$ cat src/sfi_pkg.sv
package sfi_pkg;
  // ---------------------------------------------------------------
  // Register map (byte addresses)
  // ---------------------------------------------------------------
  localparam logic [7:0] ADDR_CFG = 8'h00;
  localparam logic [7:0] ADDR_CHECK_EN = 8'h04;
  localparam logic [7:0] ADDR_CTRL = 8'h08;
  localparam logic [7:0] ADDR_PERIOD = 8'h0c;
  localparam logic [7:0] ADDR_FLAGS = 8'h10;
  localparam logic [7:0] ADDR_IRQ_STAT = 8'h14;
  localparam logic [7:0] ADDR_IRQ_MASK = 8'h18;
  localparam logic [7:0] ADDR_OUT_STATE = 8'h1c;
  // ---------------------------------------------------------------
  // Field positions
  // ---------------------------------------------------------------
  localparam int CFG_LOCK_BIT = 0;
  localparam int CFG_DIAG_OFF_BIT = 1;
  localparam int CFG_LATCH_BIT = 2;
  localparam int CFG_OV_OFF_BIT = 3;
  localparam int CFG_BAND_BIT = 7;
  localparam int CHK_MEM_BIT = 0;
  localparam int CHK_ROM_BIT = 1;
  localparam int CHK_FSM_BIT = 2;
  localparam int CHK_ADD_BIT = 3;
  localparam int CTRL_PWM_BIT = 0;
  localparam int NFAULT = 9;
  // ---------------------------------------------------------------
  // Reset values
  // ---------------------------------------------------------------
  localparam logic [15:0] CFG_RST = 16'h0000;
  localparam logic [3:0] CHECK_RST = 4'h0;
  localparam logic [0:0] CTRL_RST = 1'h0;
  localparam logic [NFAULT-1:0] MASK_RST = 9'h000;
  // 40000 cycles at 40 MHz gives 1 kHz
  localparam logic [15:0] PERIOD_RST = 16'h9c40;
  // ---------------------------------------------------------------
  // Output levels and duty codes (percent)
  // ---------------------------------------------------------------
  localparam logic [15:0] LVL_HIGH_BAND = 16'hffff;
  localparam logic [15:0] LVL_LOW_BAND = 16'h0000;
  localparam logic [15:0] LVL_GROUND = 16'h0000;
  localparam logic [6:0] DUTY_SELFTEST = 7'h5f;
  localparam logic [6:0] DUTY_ADDER = 7'h55;
  localparam logic [6:0] DUTY_OVERVOLT = 7'h4b;
  localparam logic [6:0] DUTY_UNDERVOLT = 7'h64;
  localparam logic [23:0] PCT_FULL = 24'h000064;
  // ---------------------------------------------------------------
  // Types
  // ---------------------------------------------------------------
  typedef struct packed {
    logic supply_break;
    logic ground_break;
    logic undervolt;
    logic overtemp;
    logic overvolt;
    logic mem_fail;
    logic rom_fail;
    logic fsm_fail;
    logic adder_ovf;
  } sfi_fault_t;

  typedef enum logic [1:0] {
    OST_NORMAL = 2'h0,
    OST_ERROR = 2'h1,
    OST_HIZ = 2'h3,
    OST_GROUND = 2'h2
  } sfi_ost_t;
endpackage

$ cat src/sfi_pwm.sv
`timescale 1ns/1ps
`default_nettype none
module sfi_pwm import sfi_pkg::*; (
  // Clock and reset
  input wire logic aclk,
  input wire logic aresetn,
  input wire logic ce,
  // Control
  input wire logic enable,
  input wire logic fault,
  input wire logic [15:0] period,
  input wire logic [6:0] duty_pct,
  // Pin
  output logic pwm_o
);
  logic [16:0] cnt_reg;
  logic [16:0] len_reg;
  logic [6:0] duty_reg;
  logic [16:0] len_next;
  logic wrap;

  // Doubling the period halves the frequency while a fault lasts
  assign len_next = fault ? {period, 1'b0} : {1'b0, period}; // see RQ7
  assign wrap = (cnt_reg + 17'h00001 >= len_reg);

  // Period and duty are taken only at a period start to avoid runt pulses
  always_ff @(posedge aclk) begin
    if (!aresetn) begin
      cnt_reg <= 17'h00000;
      len_reg <= {1'b0, PERIOD_RST};
      duty_reg <= 7'h00;
    end else if (ce) begin
      if (!enable || wrap) begin
        cnt_reg <= 17'h00000;
        len_reg <= len_next;
        duty_reg <= duty_pct;
      end else begin
        cnt_reg <= cnt_reg + 17'h00001;
      end
    end
  end

  always_ff @(posedge aclk) begin
    if (!aresetn) begin
      pwm_o <= 1'b0;
    end else if (ce) begin
      pwm_o <= enable && ({7'h00, cnt_reg} * PCT_FULL < {17'h00000, duty_reg} * {7'h00, len_reg}); // see RQ8
    end
  end

  // ---------------------------------------------------------------
  // Checks
  // ---------------------------------------------------------------
  pwm_half_freq_a: assert property (@(posedge aclk) disable iff (!aresetn) // see RQ7
    ce && (wrap || !enable) && fault |=> len_reg == {$past(period), 1'b0})
    else $error("fault period is not twice the configured period");
endmodule
`default_nettype wire

$ cat src/sfi_top.sv
// Summary of operation
// RQ1 - Wire-break, undervoltage, thermal checks always active; the thermal check here acts only in pulse-width mode
// RQ2 - Overvoltage, memory, ROM, FSM, adder checks optional
// RQ3 - Enabled diagnosis fault forces error band immediately
// RQ4 - Setup word bit 7 picks error band
// RQ5 - Over-temperature puts output into tristate
// RQ6 - Supply wire break drives output to ground
// RQ7 - Pulse-width failure halves output frequency
// RQ8 - Duty codes 95, 85, 75, 100 percent
// RQ9 - Band honoured only when locked, else high
// RQ10 - Diagnosis bit 1 stops errors forcing output
// RQ11 - Latch bit holds flags until reset; here clearing the latch bit also releases them
// RQ12 - Code priority: self-test, adder, overvoltage, undervoltage
//
// Design decisions made here: the AXI4-Lite register port and the placing of the registers.
`timescale 1ns/1ps
`default_nettype none
module sfi_top import sfi_pkg::*; (
  // Clock, reset, enable
  input wire logic aclk,
  input wire logic aresetn,
  input wire logic ce,
  // AXI4-Lite write
  input wire logic [7:0] s_axi_awaddr,
  input wire logic s_axi_awvalid,
  output logic s_axi_awready,
  input wire logic [31:0] s_axi_wdata,
  input wire logic [3:0] s_axi_wstrb,
  input wire logic s_axi_wvalid,
  output logic s_axi_wready,
  output logic [1:0] s_axi_bresp,
  output logic s_axi_bvalid,
  input wire logic s_axi_bready,
  // AXI4-Lite read
  input wire logic [7:0] s_axi_araddr,
  input wire logic s_axi_arvalid,
  output logic s_axi_arready,
  output logic [31:0] s_axi_rdata,
  output logic [1:0] s_axi_rresp,
  output logic s_axi_rvalid,
  input wire logic s_axi_rready,
  // Detectors and signal path
  input wire sfi_fault_t faults_i,
  input wire logic [15:0] signal_level_i,
  input wire logic [6:0] duty_pct_i,
  // Output pin and interrupt
  output logic [15:0] out_level,
  output logic pwm_o,
  output logic out_oe_n,
  output logic irq
);
  // ---------------------------------------------------------------
  // Registers
  // ---------------------------------------------------------------
  logic [15:0] customer_configuration_word_reg;
  logic [3:0] check_en_reg;
  logic [0:0] ctrl_reg;
  logic [15:0] period_reg;
  sfi_fault_t flags_reg, flags_next, live;
  logic [NFAULT-1:0] irq_stat_reg, irq_stat_next, irq_mask_reg;
  sfi_ost_t ost_reg, ost_next;
  logic [15:0] out_level_next;
  logic [7:0] aw_addr_reg;
  logic [31:0] w_data_reg;
  logic [3:0] w_strb_reg;
  logic wr_go, rd_go, irq_clr;
  logic [31:0] rd_mux;
  logic rd_ok, wr_ok;
  logic pwm_mode, diag_fault, band_low, pwm_fault;
  logic [6:0] duty_sel;

  assign pwm_mode = ctrl_reg[CTRL_PWM_BIT];

  function automatic logic [31:0] merge(input logic [31:0] old, input logic [31:0] d, input logic [3:0] s);
    logic [31:0] r;
    r = old;
    for (int i = 0; i < 4; i++) begin
      if (s[i]) begin
        r[i*8 +: 8] = d[i*8 +: 8];
      end
    end
    return r;
  endfunction

  logic [31:0] cfg_wr, chk_wr, ctrl_wr, period_wr, mask_wr;
  assign cfg_wr = merge({16'h0000, customer_configuration_word_reg}, w_data_reg, w_strb_reg);
  assign chk_wr = merge({28'h0000000, check_en_reg}, w_data_reg, w_strb_reg);
  assign ctrl_wr = merge({31'h00000000, ctrl_reg}, w_data_reg, w_strb_reg);
  assign period_wr = merge({16'h0000, period_reg}, w_data_reg, w_strb_reg);
  assign mask_wr = merge({23'h000000, irq_mask_reg}, w_data_reg, w_strb_reg);

  // ---------------------------------------------------------------
  // AXI4-Lite slave: one write and one read in flight
  // ---------------------------------------------------------------
  assign wr_go = !s_axi_awready && !s_axi_wready && !s_axi_bvalid;
  assign rd_go = s_axi_arvalid && s_axi_arready;
  assign wr_ok = (aw_addr_reg[7:5] == 3'h0) && (aw_addr_reg[1:0] == 2'h0);
  assign rd_ok = (s_axi_araddr[7:5] == 3'h0) && (s_axi_araddr[1:0] == 2'h0);

  always_ff @(posedge aclk) begin
    if (!aresetn) begin
      s_axi_awready <= 1'b1;
      s_axi_wready <= 1'b1;
      s_axi_bvalid <= 1'b0;
      s_axi_bresp <= 2'h0;
      aw_addr_reg <= 8'h00;
      w_data_reg <= 32'h00000000;
      w_strb_reg <= 4'h0;
    end else if (ce) begin
      if (s_axi_awvalid && s_axi_awready) begin
        s_axi_awready <= 1'b0;
        aw_addr_reg <= s_axi_awaddr;
      end
      if (s_axi_wvalid && s_axi_wready) begin
        s_axi_wready <= 1'b0;
        w_data_reg <= s_axi_wdata;
        w_strb_reg <= s_axi_wstrb;
      end
      if (wr_go) begin
        s_axi_bvalid <= 1'b1;
        s_axi_bresp <= wr_ok ? 2'h0 : 2'h2;
      end
      if (s_axi_bvalid && s_axi_bready) begin
        s_axi_bvalid <= 1'b0;
        s_axi_awready <= 1'b1;
        s_axi_wready <= 1'b1;
      end
    end
  end

  always_comb begin
    rd_mux = 32'h00000000;
    if (s_axi_araddr == ADDR_CFG) begin
      rd_mux[15:0] = customer_configuration_word_reg;
    end else if (s_axi_araddr == ADDR_CHECK_EN) begin
      rd_mux[3:0] = check_en_reg;
    end else if (s_axi_araddr == ADDR_CTRL) begin
      rd_mux[0:0] = ctrl_reg;
    end else if (s_axi_araddr == ADDR_PERIOD) begin
      rd_mux[15:0] = period_reg;
    end else if (s_axi_araddr == ADDR_FLAGS) begin
      rd_mux[NFAULT-1:0] = flags_reg;
    end else if (s_axi_araddr == ADDR_IRQ_STAT) begin
      rd_mux[NFAULT-1:0] = irq_stat_reg;
    end else if (s_axi_araddr == ADDR_IRQ_MASK) begin
      rd_mux[NFAULT-1:0] = irq_mask_reg;
    end else if (s_axi_araddr == ADDR_OUT_STATE) begin
      rd_mux[1:0] = ost_reg;
    end
  end

  always_ff @(posedge aclk) begin
    if (!aresetn) begin
      s_axi_arready <= 1'b1;
      s_axi_rvalid <= 1'b0;
      s_axi_rdata <= 32'h00000000;
      s_axi_rresp <= 2'h0;
    end else if (ce) begin
      if (rd_go) begin
        s_axi_arready <= 1'b0;
        s_axi_rvalid <= 1'b1;
        s_axi_rdata <= rd_mux;
        s_axi_rresp <= rd_ok ? 2'h0 : 2'h2;
      end else if (s_axi_rvalid && s_axi_rready) begin
        s_axi_rvalid <= 1'b0;
        s_axi_arready <= 1'b1;
      end
    end
  end

  always_ff @(posedge aclk) begin
    if (!aresetn) begin
      customer_configuration_word_reg <= CFG_RST;
      check_en_reg <= CHECK_RST;
      ctrl_reg <= CTRL_RST;
      period_reg <= PERIOD_RST;
      irq_mask_reg <= MASK_RST;
    end else if (ce && wr_go) begin
      if (aw_addr_reg == ADDR_CFG) begin
        customer_configuration_word_reg <= cfg_wr[15:0];
      end else if (aw_addr_reg == ADDR_CHECK_EN) begin
        check_en_reg <= chk_wr[3:0];
      end else if (aw_addr_reg == ADDR_CTRL) begin
        ctrl_reg <= ctrl_wr[0:0];
      end else if (aw_addr_reg == ADDR_PERIOD) begin
        period_reg <= period_wr[15:0];
      end else if (aw_addr_reg == ADDR_IRQ_MASK) begin
        irq_mask_reg <= mask_wr[NFAULT-1:0];
      end
    end
  end

  // ---------------------------------------------------------------
  // Diagnosis flags
  // ---------------------------------------------------------------
  always_comb begin
    live = faults_i; // see RQ1
    live.overtemp = faults_i.overtemp && pwm_mode; // see RQ1
    live.overvolt = faults_i.overvolt && !customer_configuration_word_reg[CFG_OV_OFF_BIT]; // see RQ2
    live.mem_fail = faults_i.mem_fail && check_en_reg[CHK_MEM_BIT]; // see RQ2
    live.rom_fail = faults_i.rom_fail && check_en_reg[CHK_ROM_BIT]; // see RQ2
    live.fsm_fail = faults_i.fsm_fail && check_en_reg[CHK_FSM_BIT]; // see RQ2
    live.adder_ovf = faults_i.adder_ovf && check_en_reg[CHK_ADD_BIT]; // see RQ2
    // A latched flag is released by reset or by clearing the latch bit
    flags_next = customer_configuration_word_reg[CFG_LATCH_BIT] ? (flags_reg | live) : live; // see RQ11
  end

  always_ff @(posedge aclk) begin
    if (!aresetn) begin
      flags_reg <= '0;
    end else if (ce) begin
      flags_reg <= flags_next;
    end
  end

  // ---------------------------------------------------------------
  // Output decision
  // ---------------------------------------------------------------
  assign diag_fault = flags_next.undervolt | flags_next.overvolt | flags_next.mem_fail |
                      flags_next.rom_fail | flags_next.fsm_fail | flags_next.adder_ovf;
  // An unlocked part always reports on the high band
  assign band_low = customer_configuration_word_reg[CFG_LOCK_BIT] &&
                    customer_configuration_word_reg[CFG_BAND_BIT]; // see RQ4, RQ9
  assign pwm_fault = pwm_mode && diag_fault && !customer_configuration_word_reg[CFG_DIAG_OFF_BIT]; // see RQ10

  always_comb begin
    if (flags_next.supply_break) begin
      ost_next = OST_GROUND; // see RQ6
    end else if (flags_next.overtemp) begin
      ost_next = OST_HIZ; // see RQ5
    end else if (flags_next.ground_break) begin
      ost_next = OST_ERROR;
    end else if (diag_fault && !customer_configuration_word_reg[CFG_DIAG_OFF_BIT]) begin
      ost_next = OST_ERROR; // see RQ3, RQ10
    end else begin
      ost_next = OST_NORMAL;
    end
  end

  always_comb begin
    case (ost_next)
      OST_GROUND: out_level_next = LVL_GROUND;
      OST_HIZ: out_level_next = LVL_GROUND;
      // A lost ground lifts the pin to supply whatever the band
      OST_ERROR: out_level_next = (band_low && !flags_next.ground_break) ? LVL_LOW_BAND : LVL_HIGH_BAND; // see RQ4
      default: out_level_next = signal_level_i;
    endcase
  end

  always_comb begin
    if (flags_next.mem_fail || flags_next.fsm_fail || flags_next.rom_fail) begin
      duty_sel = DUTY_SELFTEST; // see RQ12, RQ8
    end else if (flags_next.adder_ovf) begin
      duty_sel = DUTY_ADDER; // see RQ12, RQ8
    end else if (flags_next.overvolt) begin
      duty_sel = DUTY_OVERVOLT; // see RQ12, RQ8
    end else if (flags_next.undervolt) begin
      duty_sel = DUTY_UNDERVOLT; // see RQ12, RQ8
    end else begin
      duty_sel = duty_pct_i;
    end
  end

  always_ff @(posedge aclk) begin
    if (!aresetn) begin
      ost_reg <= OST_NORMAL;
      out_level <= LVL_GROUND;
      out_oe_n <= 1'b1;
    end else if (ce) begin
      ost_reg <= ost_next;
      out_level <= out_level_next;
      out_oe_n <= (ost_next == OST_HIZ); // see RQ5
    end
  end

  sfi_pwm u_pwm (
    .aclk(aclk),
    .aresetn(aresetn),
    .ce(ce),
    .enable(pwm_mode && (ost_next == OST_NORMAL || (ost_next == OST_ERROR && pwm_fault))),
    .fault(pwm_fault), // see RQ7
    .period(period_reg),
    .duty_pct(pwm_fault ? duty_sel : duty_pct_i),
    .pwm_o(pwm_o)
  );

  // ---------------------------------------------------------------
  // Interrupts: sticky on a new flag, cleared by reading
  // ---------------------------------------------------------------
  assign irq_clr = rd_go && (s_axi_araddr == ADDR_IRQ_STAT);
  // A flag rising in the clearing cycle survives the clear
  assign irq_stat_next = (irq_stat_reg & {NFAULT{!irq_clr}}) | (flags_next & ~flags_reg);

  always_ff @(posedge aclk) begin
    if (!aresetn) begin
      irq_stat_reg <= '0;
      irq <= 1'b0;
    end else if (ce) begin
      irq_stat_reg <= irq_stat_next;
      irq <= |(irq_stat_next & irq_mask_reg);
    end
  end

  // ---------------------------------------------------------------
  // Checks
  // ---------------------------------------------------------------
  supply_ground_a: assert property (@(posedge aclk) disable iff (!aresetn) // see RQ6
    ce && faults_i.supply_break |=> ost_reg == OST_GROUND && out_level == LVL_GROUND && !out_oe_n)
    else $error("supply break did not ground the output");
  overtemp_hiz_a: assert property (@(posedge aclk) disable iff (!aresetn) // see RQ5
    ce && flags_next.overtemp && !flags_next.supply_break |=> out_oe_n && !pwm_o)
    else $error("over-temperature did not release the pin");
  error_band_a: assert property (@(posedge aclk) disable iff (!aresetn) // see RQ3
    ce && diag_fault && !customer_configuration_word_reg[CFG_DIAG_OFF_BIT] && !flags_next.supply_break &&
    !flags_next.overtemp |=> ost_reg == OST_ERROR)
    else $error("fault did not reach the error band in one cycle");
  band_select_a: assert property (@(posedge aclk) disable iff (!aresetn) // see RQ4, RQ9
    ce && ost_next == OST_ERROR && !flags_next.ground_break |=>
    out_level == (($past(customer_configuration_word_reg) & 16'h0081) == 16'h0081 ? LVL_LOW_BAND : LVL_HIGH_BAND))
    else $error("wrong error band");
  diag_off_a: assert property (@(posedge aclk) disable iff (!aresetn) // see RQ10
    ce && customer_configuration_word_reg[CFG_DIAG_OFF_BIT] && !flags_next.supply_break &&
    !flags_next.overtemp && !flags_next.ground_break |=> ost_reg == OST_NORMAL)
    else $error("diagnosis forced output while disabled");
  latch_hold_a: assert property (@(posedge aclk) disable iff (!aresetn) // see RQ11
    ce && customer_configuration_word_reg[CFG_LATCH_BIT] |=> (flags_reg & $past(flags_reg)) == $past(flags_reg))
    else $error("latched flag dropped");
  undervolt_on_a: assert property (@(posedge aclk) disable iff (!aresetn) // see RQ1
    ce && faults_i.undervolt |=> flags_reg.undervolt)
    else $error("undervoltage not flagged");
  check_gate_a: assert property (@(posedge aclk) disable iff (!aresetn) // see RQ2
    ce && !check_en_reg[CHK_ADD_BIT] && !customer_configuration_word_reg[CFG_LATCH_BIT] |=> !flags_reg.adder_ovf)
    else $error("disabled adder check raised a flag");
  duty_order_a: assert property (@(posedge aclk) disable iff (!aresetn) // see RQ12, RQ8
    pwm_fault && flags_next.adder_ovf && !flags_next.mem_fail && !flags_next.fsm_fail &&
    !flags_next.rom_fail |-> duty_sel == DUTY_ADDER)
    else $error("wrong fault duty code");
endmodule
`default_nettype wire

$ cat config.mk
export PLATFORM = sky130hd
export DESIGN_NAME = sfi_top
export DESIGN_NICKNAME = d
export VERILOG_FILES = /design/src/sfi_pkg.sv /design/src/sfi_pwm.sv /design/src/sfi_top.sv
export SDC_FILE = /design/constraint.sdc
export NUM_CORES = 1
export LEC_CHECK = 0
export ABC_CLOCK_PERIOD_IN_PS = 6650
export BUFFER_PORTS_ARGS = -buffer_cell sky130_fd_sc_hd__buf_4
export CAP_MARGIN = 20
export CORE_ASPECT_RATIO = 0.9
export CORE_MARGIN = 3
export CORE_UTILIZATION = 40
export CTS_CLUSTER_SIZE = 14
export DETAILED_ROUTE_END_ITERATION = 7
export PLACE_DENSITY_LB_ADDON = 0.25
export SYNTH_ARGS = -nofsm -noshare
export SYNTH_HDL_FRONTEND = slang
export SYNTH_SLANG_ARGS = --single-unit
$ cat constraint.sdc
create_clock -name aclk -period 6.65 [get_ports aclk]
set_clock_uncertainty 0.05 [all_clocks]
set_input_delay 1.995 -clock aclk [delete_from_list [all_inputs] [get_ports aclk]]
set_output_delay 1.995 -clock aclk [all_outputs]
set_load 0.05 [all_outputs]
; After elaboration in Yosys (flattened, before gate mapping)
; Index checks and enable logic that the tools add are counted.
[totals]
wordCells = 176
in_bits = 92
out_inout_bits = 60
regBits = 177
[classes]
mul = 2
add_sub_neg = 1
n_reduce_logical = 67
n_mux = 38
eq_ne = 14
bitwise = 15
order_cmp = 2
[ops]
columns = operator, n
row1 = $mux W7, 7
row2 = $eq A8 B5 Y1 const B, 5
row3 = $mux W9, 4
row4 = $mux W17, 2
row5 = $eq A8 B4 Y1 const B, 4
row6 = $mux W16, 2
row7 = $pmux W16 S2, 1
row8 = $and A9 B9 Y9, 3
row9 = $logic_and A1 B1 Y1, 25
row10 = $lt A24 B24 Y1, 1
row11 = $mul A7 B17 Y24, 1
row12 = $mul A17 B5 Y22 const B, 1
row13 = $or A9 B9 Y9, 2
row14 = $reduce_and A2 Y1, 9
row15 = $add A17 B1 Y17 const B, 1
row16 = $ge A17 B17 Y1, 1
row17 = $eq A8 B3 Y1 const B, 2
row18 = $logic_not A8 Y1, 2
row19 = $mux W15, 1
row20 = $reduce_and A7 Y1, 2
row21 = $mux W1, 13
row22 = $mux W12, 1
row23 = $mux W2, 6
row24 = $reduce_and A6 Y1, 2
row25 = 16 further kinds, 41

; Logic depth before layout (Yosys ltp)
[depth]
depth_word = 21
ltp_mapped = 25
mapped_depth_nobuf = 24

; Hierarchy
; From an unflattened synthesis, not the netlist that was laid out.
[unflattened]
cells_unflattened = 1733
hier_area_um2 = 14512.7
[modules_own_cells]
columns = module, seq_area_each_um2, instances, cells_per_inst, area_per_inst_um2
row1 = sfi_pwm, 840.8, 1, 1037, 8515.7
row2 = sfi_top, 2662.6, 1, 696, 5997.0

; Least setup slack after synthesis
; Ideal clock, no wire load.
[synth_timing]
path_kind = register -> register
start = register u_pwm.duty_reg[6]
end = register u_pwm.pwm_o
period_less_slack_ns = 5.707
required_time_ns = 6.526
setup_time_ns = 0.074
t_arrival_ns = 5.583
path_stages_with_launch = 25
setup_slack_ns = 0.943
n_path_buf = 1
path_cell_list = dfxtp_1 -> clkbuf_1 -> nand2_1 -> fa_1 -> fa_1 -> inv_1 -> fa_1 -> inv_1 -> fa_1 -> inv_1 -> ha_1 -> nor3_1 -> nor4_1 -> a21oi_1 -> a21oi_1 -> a221oi_1 -> o21ai_0 -> nor2_1 -> xor2_1 -> ha_1 -> a21o_1 -> a21o_1 -> a221oi_1 -> o2111ai_1 -> o21ai_0
[synth_between]
elab_chain_len = 3
[synth_rtl]
columns = item, line_no
row1 = "start, declared", sfi_pwm.sv:18  ; logic [6:0] duty_reg;
row2 = "start signal, assigned", sfi_pwm.sv:36  ; duty_reg <= duty_pct;
row3 = $mul A7 B17 Y24, sfi_pwm.sv:47  ; pwm_o <= enable && ({7'h00, cnt_reg} * PCT_FULL < {17'h00000, duty_reg} * {7'h00, len_reg});
row4 = $lt A24 B24 Y1, sfi_pwm.sv:47
row5 = $logic_and A1 B1 Y1, sfi_pwm.sv:47
row6 = "end signal, assigned", sfi_pwm.sv:47
row7 = "end, declared", sfi_pwm.sv:14  ; output logic pwm_o
; No other way between the ends.
; A chain may end at the register's enable or synchronous reset.

; Worst setup path in the final report
[layout_timing]
start = register u_pwm.len_reg[3]
end = register u_pwm.pwm_o
[layout_between]
elab_chain_len = 3
[layout_rtl]
columns = item, line_no
row1 = "start, declared", sfi_pwm.sv:17  ; logic [16:0] len_reg;
row2 = "start signal, assigned", sfi_pwm.sv:30  ; len_reg <= {1'b0, PERIOD_RST};
row3 = "start signal, assigned", sfi_pwm.sv:35  ; len_reg <= len_next;
row4 = $mul A7 B17 Y24, sfi_pwm.sv:47
row5 = $lt A24 B24 Y1, sfi_pwm.sv:47
row6 = $logic_and A1 B1 Y1, sfi_pwm.sv:47
; No other way between the ends.

==> results.tsv <==
metric	value	unit
asr flop ratio synth	0	
wire length reported by the detailed router	38000	um
detailed placement HPWL	29300	um
count of clock tree sinks	175	
number of distinct library cell variants in the gate-level netlist after synthesis	69	
initial drt markers	750	
class of the worst hold path	flip-flop to flip-flop	
y dimension of the die	184	um
Critical Path AT	6.52	ns
vias in the first global route	11500	
kind of capture point of the worst setup path	flip-flop	
Num CTS Buffers	17	
Mean Syn Cell Area	8.46	um2
static leakage	7.62	nW
Avg WL per Cell	17.2	um
source-to-sink clock delay at the later pin of the worst-skew pair	0.45	ns
floorplan die area	37400	um2
antenna-violating nets left	0	
count of final setup violators	0	
global-route wire length before repair	61400	um
average vias per placed instance	5.32	
post-route core utilization	0.463	
clock tree from TritonCTS	yes	
antenna violations before repair	0	
maximum ir drop on the vdd rail	167	uV
Layout Nets	2050	
minimum clock period	6.19	ns
number of top-level pins	152	
Reg clk slew, reported paths	0.09	ns
critical path start-end classification	flip-flop to flip-flop	
part of the cycle the worst path needs	0.931	
DR pass1 iterations	5	
root buffer cell	clkbuf_16	
post-detailed-route DRC marker count	0	
max-cap check violation count	0	
share of post-route cells with drive strength above 1	0.117	
total negative slack for setup checks	0	ns
count of flip-flops with a built-in enable after synthesis	0	
total number of placement rows	64	
number of buffers on the longest clock path	2	
yosys synthesis warning count	0	
core area	34400	um2
setup repair after global routing missed its margin	no	
aggregate global routing overflow	0	
largest net degree at the start of global routing	80	
Routability Congestion	0.885	
Synth Register Bits	175	
power density relative to cell area	176	nW/um2
Pins Over Slew Limit	0	
count of inserted antenna diode cells	0	
number of hold violations in the final report	0	
dominant synthesized flop cell	dfxtp_1	
biggest fanout along the worst timing path	9	
maximum clock frequency	0.161	GHz
global routing usage summed across all routing layers	0.204	
effective utilization at floorplan	0.409	
number of port buffers	115	
post-synthesis instance total	1660	
post-CTS setup buffer count	0	
worst hold margin	0.417	ns
run status	complete, no violations	
startpoint type of the worst setup path	flip-flop	
total via count after detailed routing	11800	
relative slew slack	0.399	
Syn Std Cell Area	14100	um2
worst setup slack before clock tree synthesis	0.376	ns
transition time of the tightest slew-check pin	0.895	ns
share of synthesized area occupied by flip-flops and latches	0.249	
die width	204	um
CTS H-tree lvls	4	
Required @ worst endpoint	6.98	ns
setup slack after layout	0.458	ns
post-synthesis to final-layout area growth	13.2	%
through the flow:
| stage | area, um2 | cells | total power, mW |
|---|---|---|---|
| floorplan | 14100 | 1677 | 1.59 |
| global placement | 15200 | 2178 | 1.76 |
| CTS | 15900 | 2210 | 2.81 |
| finish | 15900 | 2211 | 2.79 |
| detailed placement | 15200 | 2178 | 1.77 |
| global route | 15900 | 2211 | 2.93 |
cells by family after synthesis:
kind of cell,synth area share
AOI/OAI and AO/OA,0.157
xor gates and xnor gates,0.0324
adders and majority gates,0.244
buffers and inverters,0.0801
DFF,0.249
muxes,0.0475
other,0.000267
and+or+nand+nor,0.190
worst max-delay path: stages, from the launching register on:
cell and delay, ns:
dfxtp_1 0.63, and2_1 0.23, fa_1 0.45, fa_1 0.52, fa_1 0.55, inv_1 0.06
fa_1 0.52, inv_1 0.04, ha_1 0.34, o211ai_1 0.14, nor4_1 0.23, a21oi_1 0.10
a21oi_1 0.34, a221oi_2 0.12, o21ai_0 0.32, nor2_1 0.09, xor2_1 0.16, ha_1 0.30
a21o_1 0.16, a21o_1 0.17, a221oi_1 0.26, o2111ai_1 0.16, o21ai_0 0.17
synthesized netlist by cell type (all sizes together) (3+ instances only):
cell	number	area (um2)
o31a	6	52.6
a211oi	26	255
o21ai	52	260
nand2b	7	43.8
ha	136	1700
o2111ai	4	35.0
nand3b	5	37.5
mux2i	61	611
nand4	14	100
a221oi	19	166
o22ai	6	37.5
and2	85	534
nand4b	4	35.0
fa	86	1720
xnor2	37	324
nor4b	5	56.3
o21bai	8	60.1
dfxtp	175	3500
buf	36	253
nor2	131	499
inv	170	638
a31oi	8	50.1
nor4	8	50.1
a22oi	21	158
and3	20	125
nand2	168	633
nor2b	16	100
xor2	15	131
nor3	25	135
clkbuf	62	234
a2111oi	3	26.3
and4	4	35.0
a21oi	111	567
o31ai	7	52.6
o21a	14	105
nand3	51	260
a21o	30	225
layer usage:
layer	up-vias	share of wire	GRT usage
met4	0	0.020	0.0537
met1	5685	0.47	0.288
met5	-	0	0
met2	252	0.47	0.334
li1	5777	-	-
met3	47	0.039	0.0246
repair_timing:
item | CTS | global route
hold endpoints to repair | 0 | 0
resized for setup | 0 | 2
setup endpoints to repair | 0 | 1
hold buffers | 0 | 0
layout by cell type (no fill, tap or decap), types with 12 or more instances in the layout:
cell type,Yosys,routed
o21a_1,14,14
xnor2_1,37,37
nand2_1,167,167
a21oi_1,110,110
nand3_1,50,50
ha_1,136,136
a211oi_2,12,12
clkbuf_16,0,17
fa_1,86,86
dfxtp_1,175,174
o21ai_0,51,51
and3_1,20,20
inv_1,170,169
mux2i_1,61,61
a221oi_1,19,18
nor2b_1,16,16
and2_1,84,84
nand4_1,12,12
nor2_1,130,130
nor3_1,23,23
xor2_1,15,15
a21o_1,30,30
conb_1,1,18
buf_4,21,137
a211oi_1,14,14
a22oi_1,21,21
cell type report:
| cell class | instances | area, um2 |
|---|---|---|
| inverter | 170 | 641 |
| fill | 3370 | 18500 |
| sequential | 175 | 3500 |
| tap | 462 | 578 |
| clock buffer | 17 | 425 |
| clock inverter | 15 | 200 |
| timing repair buffer | 138 | 1050 |
| multi-input combinational | 1234 | 9510 |
final timing paths:
kind              depth (start not counted)        endpoint  slack [ns]             start
setup / recovery                         22     u_pwm.pwm_o        0.46  u_pwm.len_reg[3]
hold / removal                            2  s_axi_rdata[1]        0.42    s_axi_rdata[1]
setup reg to reg                         22     u_pwm.pwm_o        0.46  u_pwm.len_reg[3]
hold reg to reg                           2  s_axi_rdata[1]        0.42    s_axi_rdata[1]
report_power, final:
part	switching (mW)	leakage, nW	internal [mW]	total (mW)
logic	0.384	5.89	0.236	0.620
clock network	0.528	0.299	0.521	1.05
registers	0.0446	1.43	1.08	1.12
total	0.957	7.62	1.84	2.79
Power figures use the tool's default switching activity.
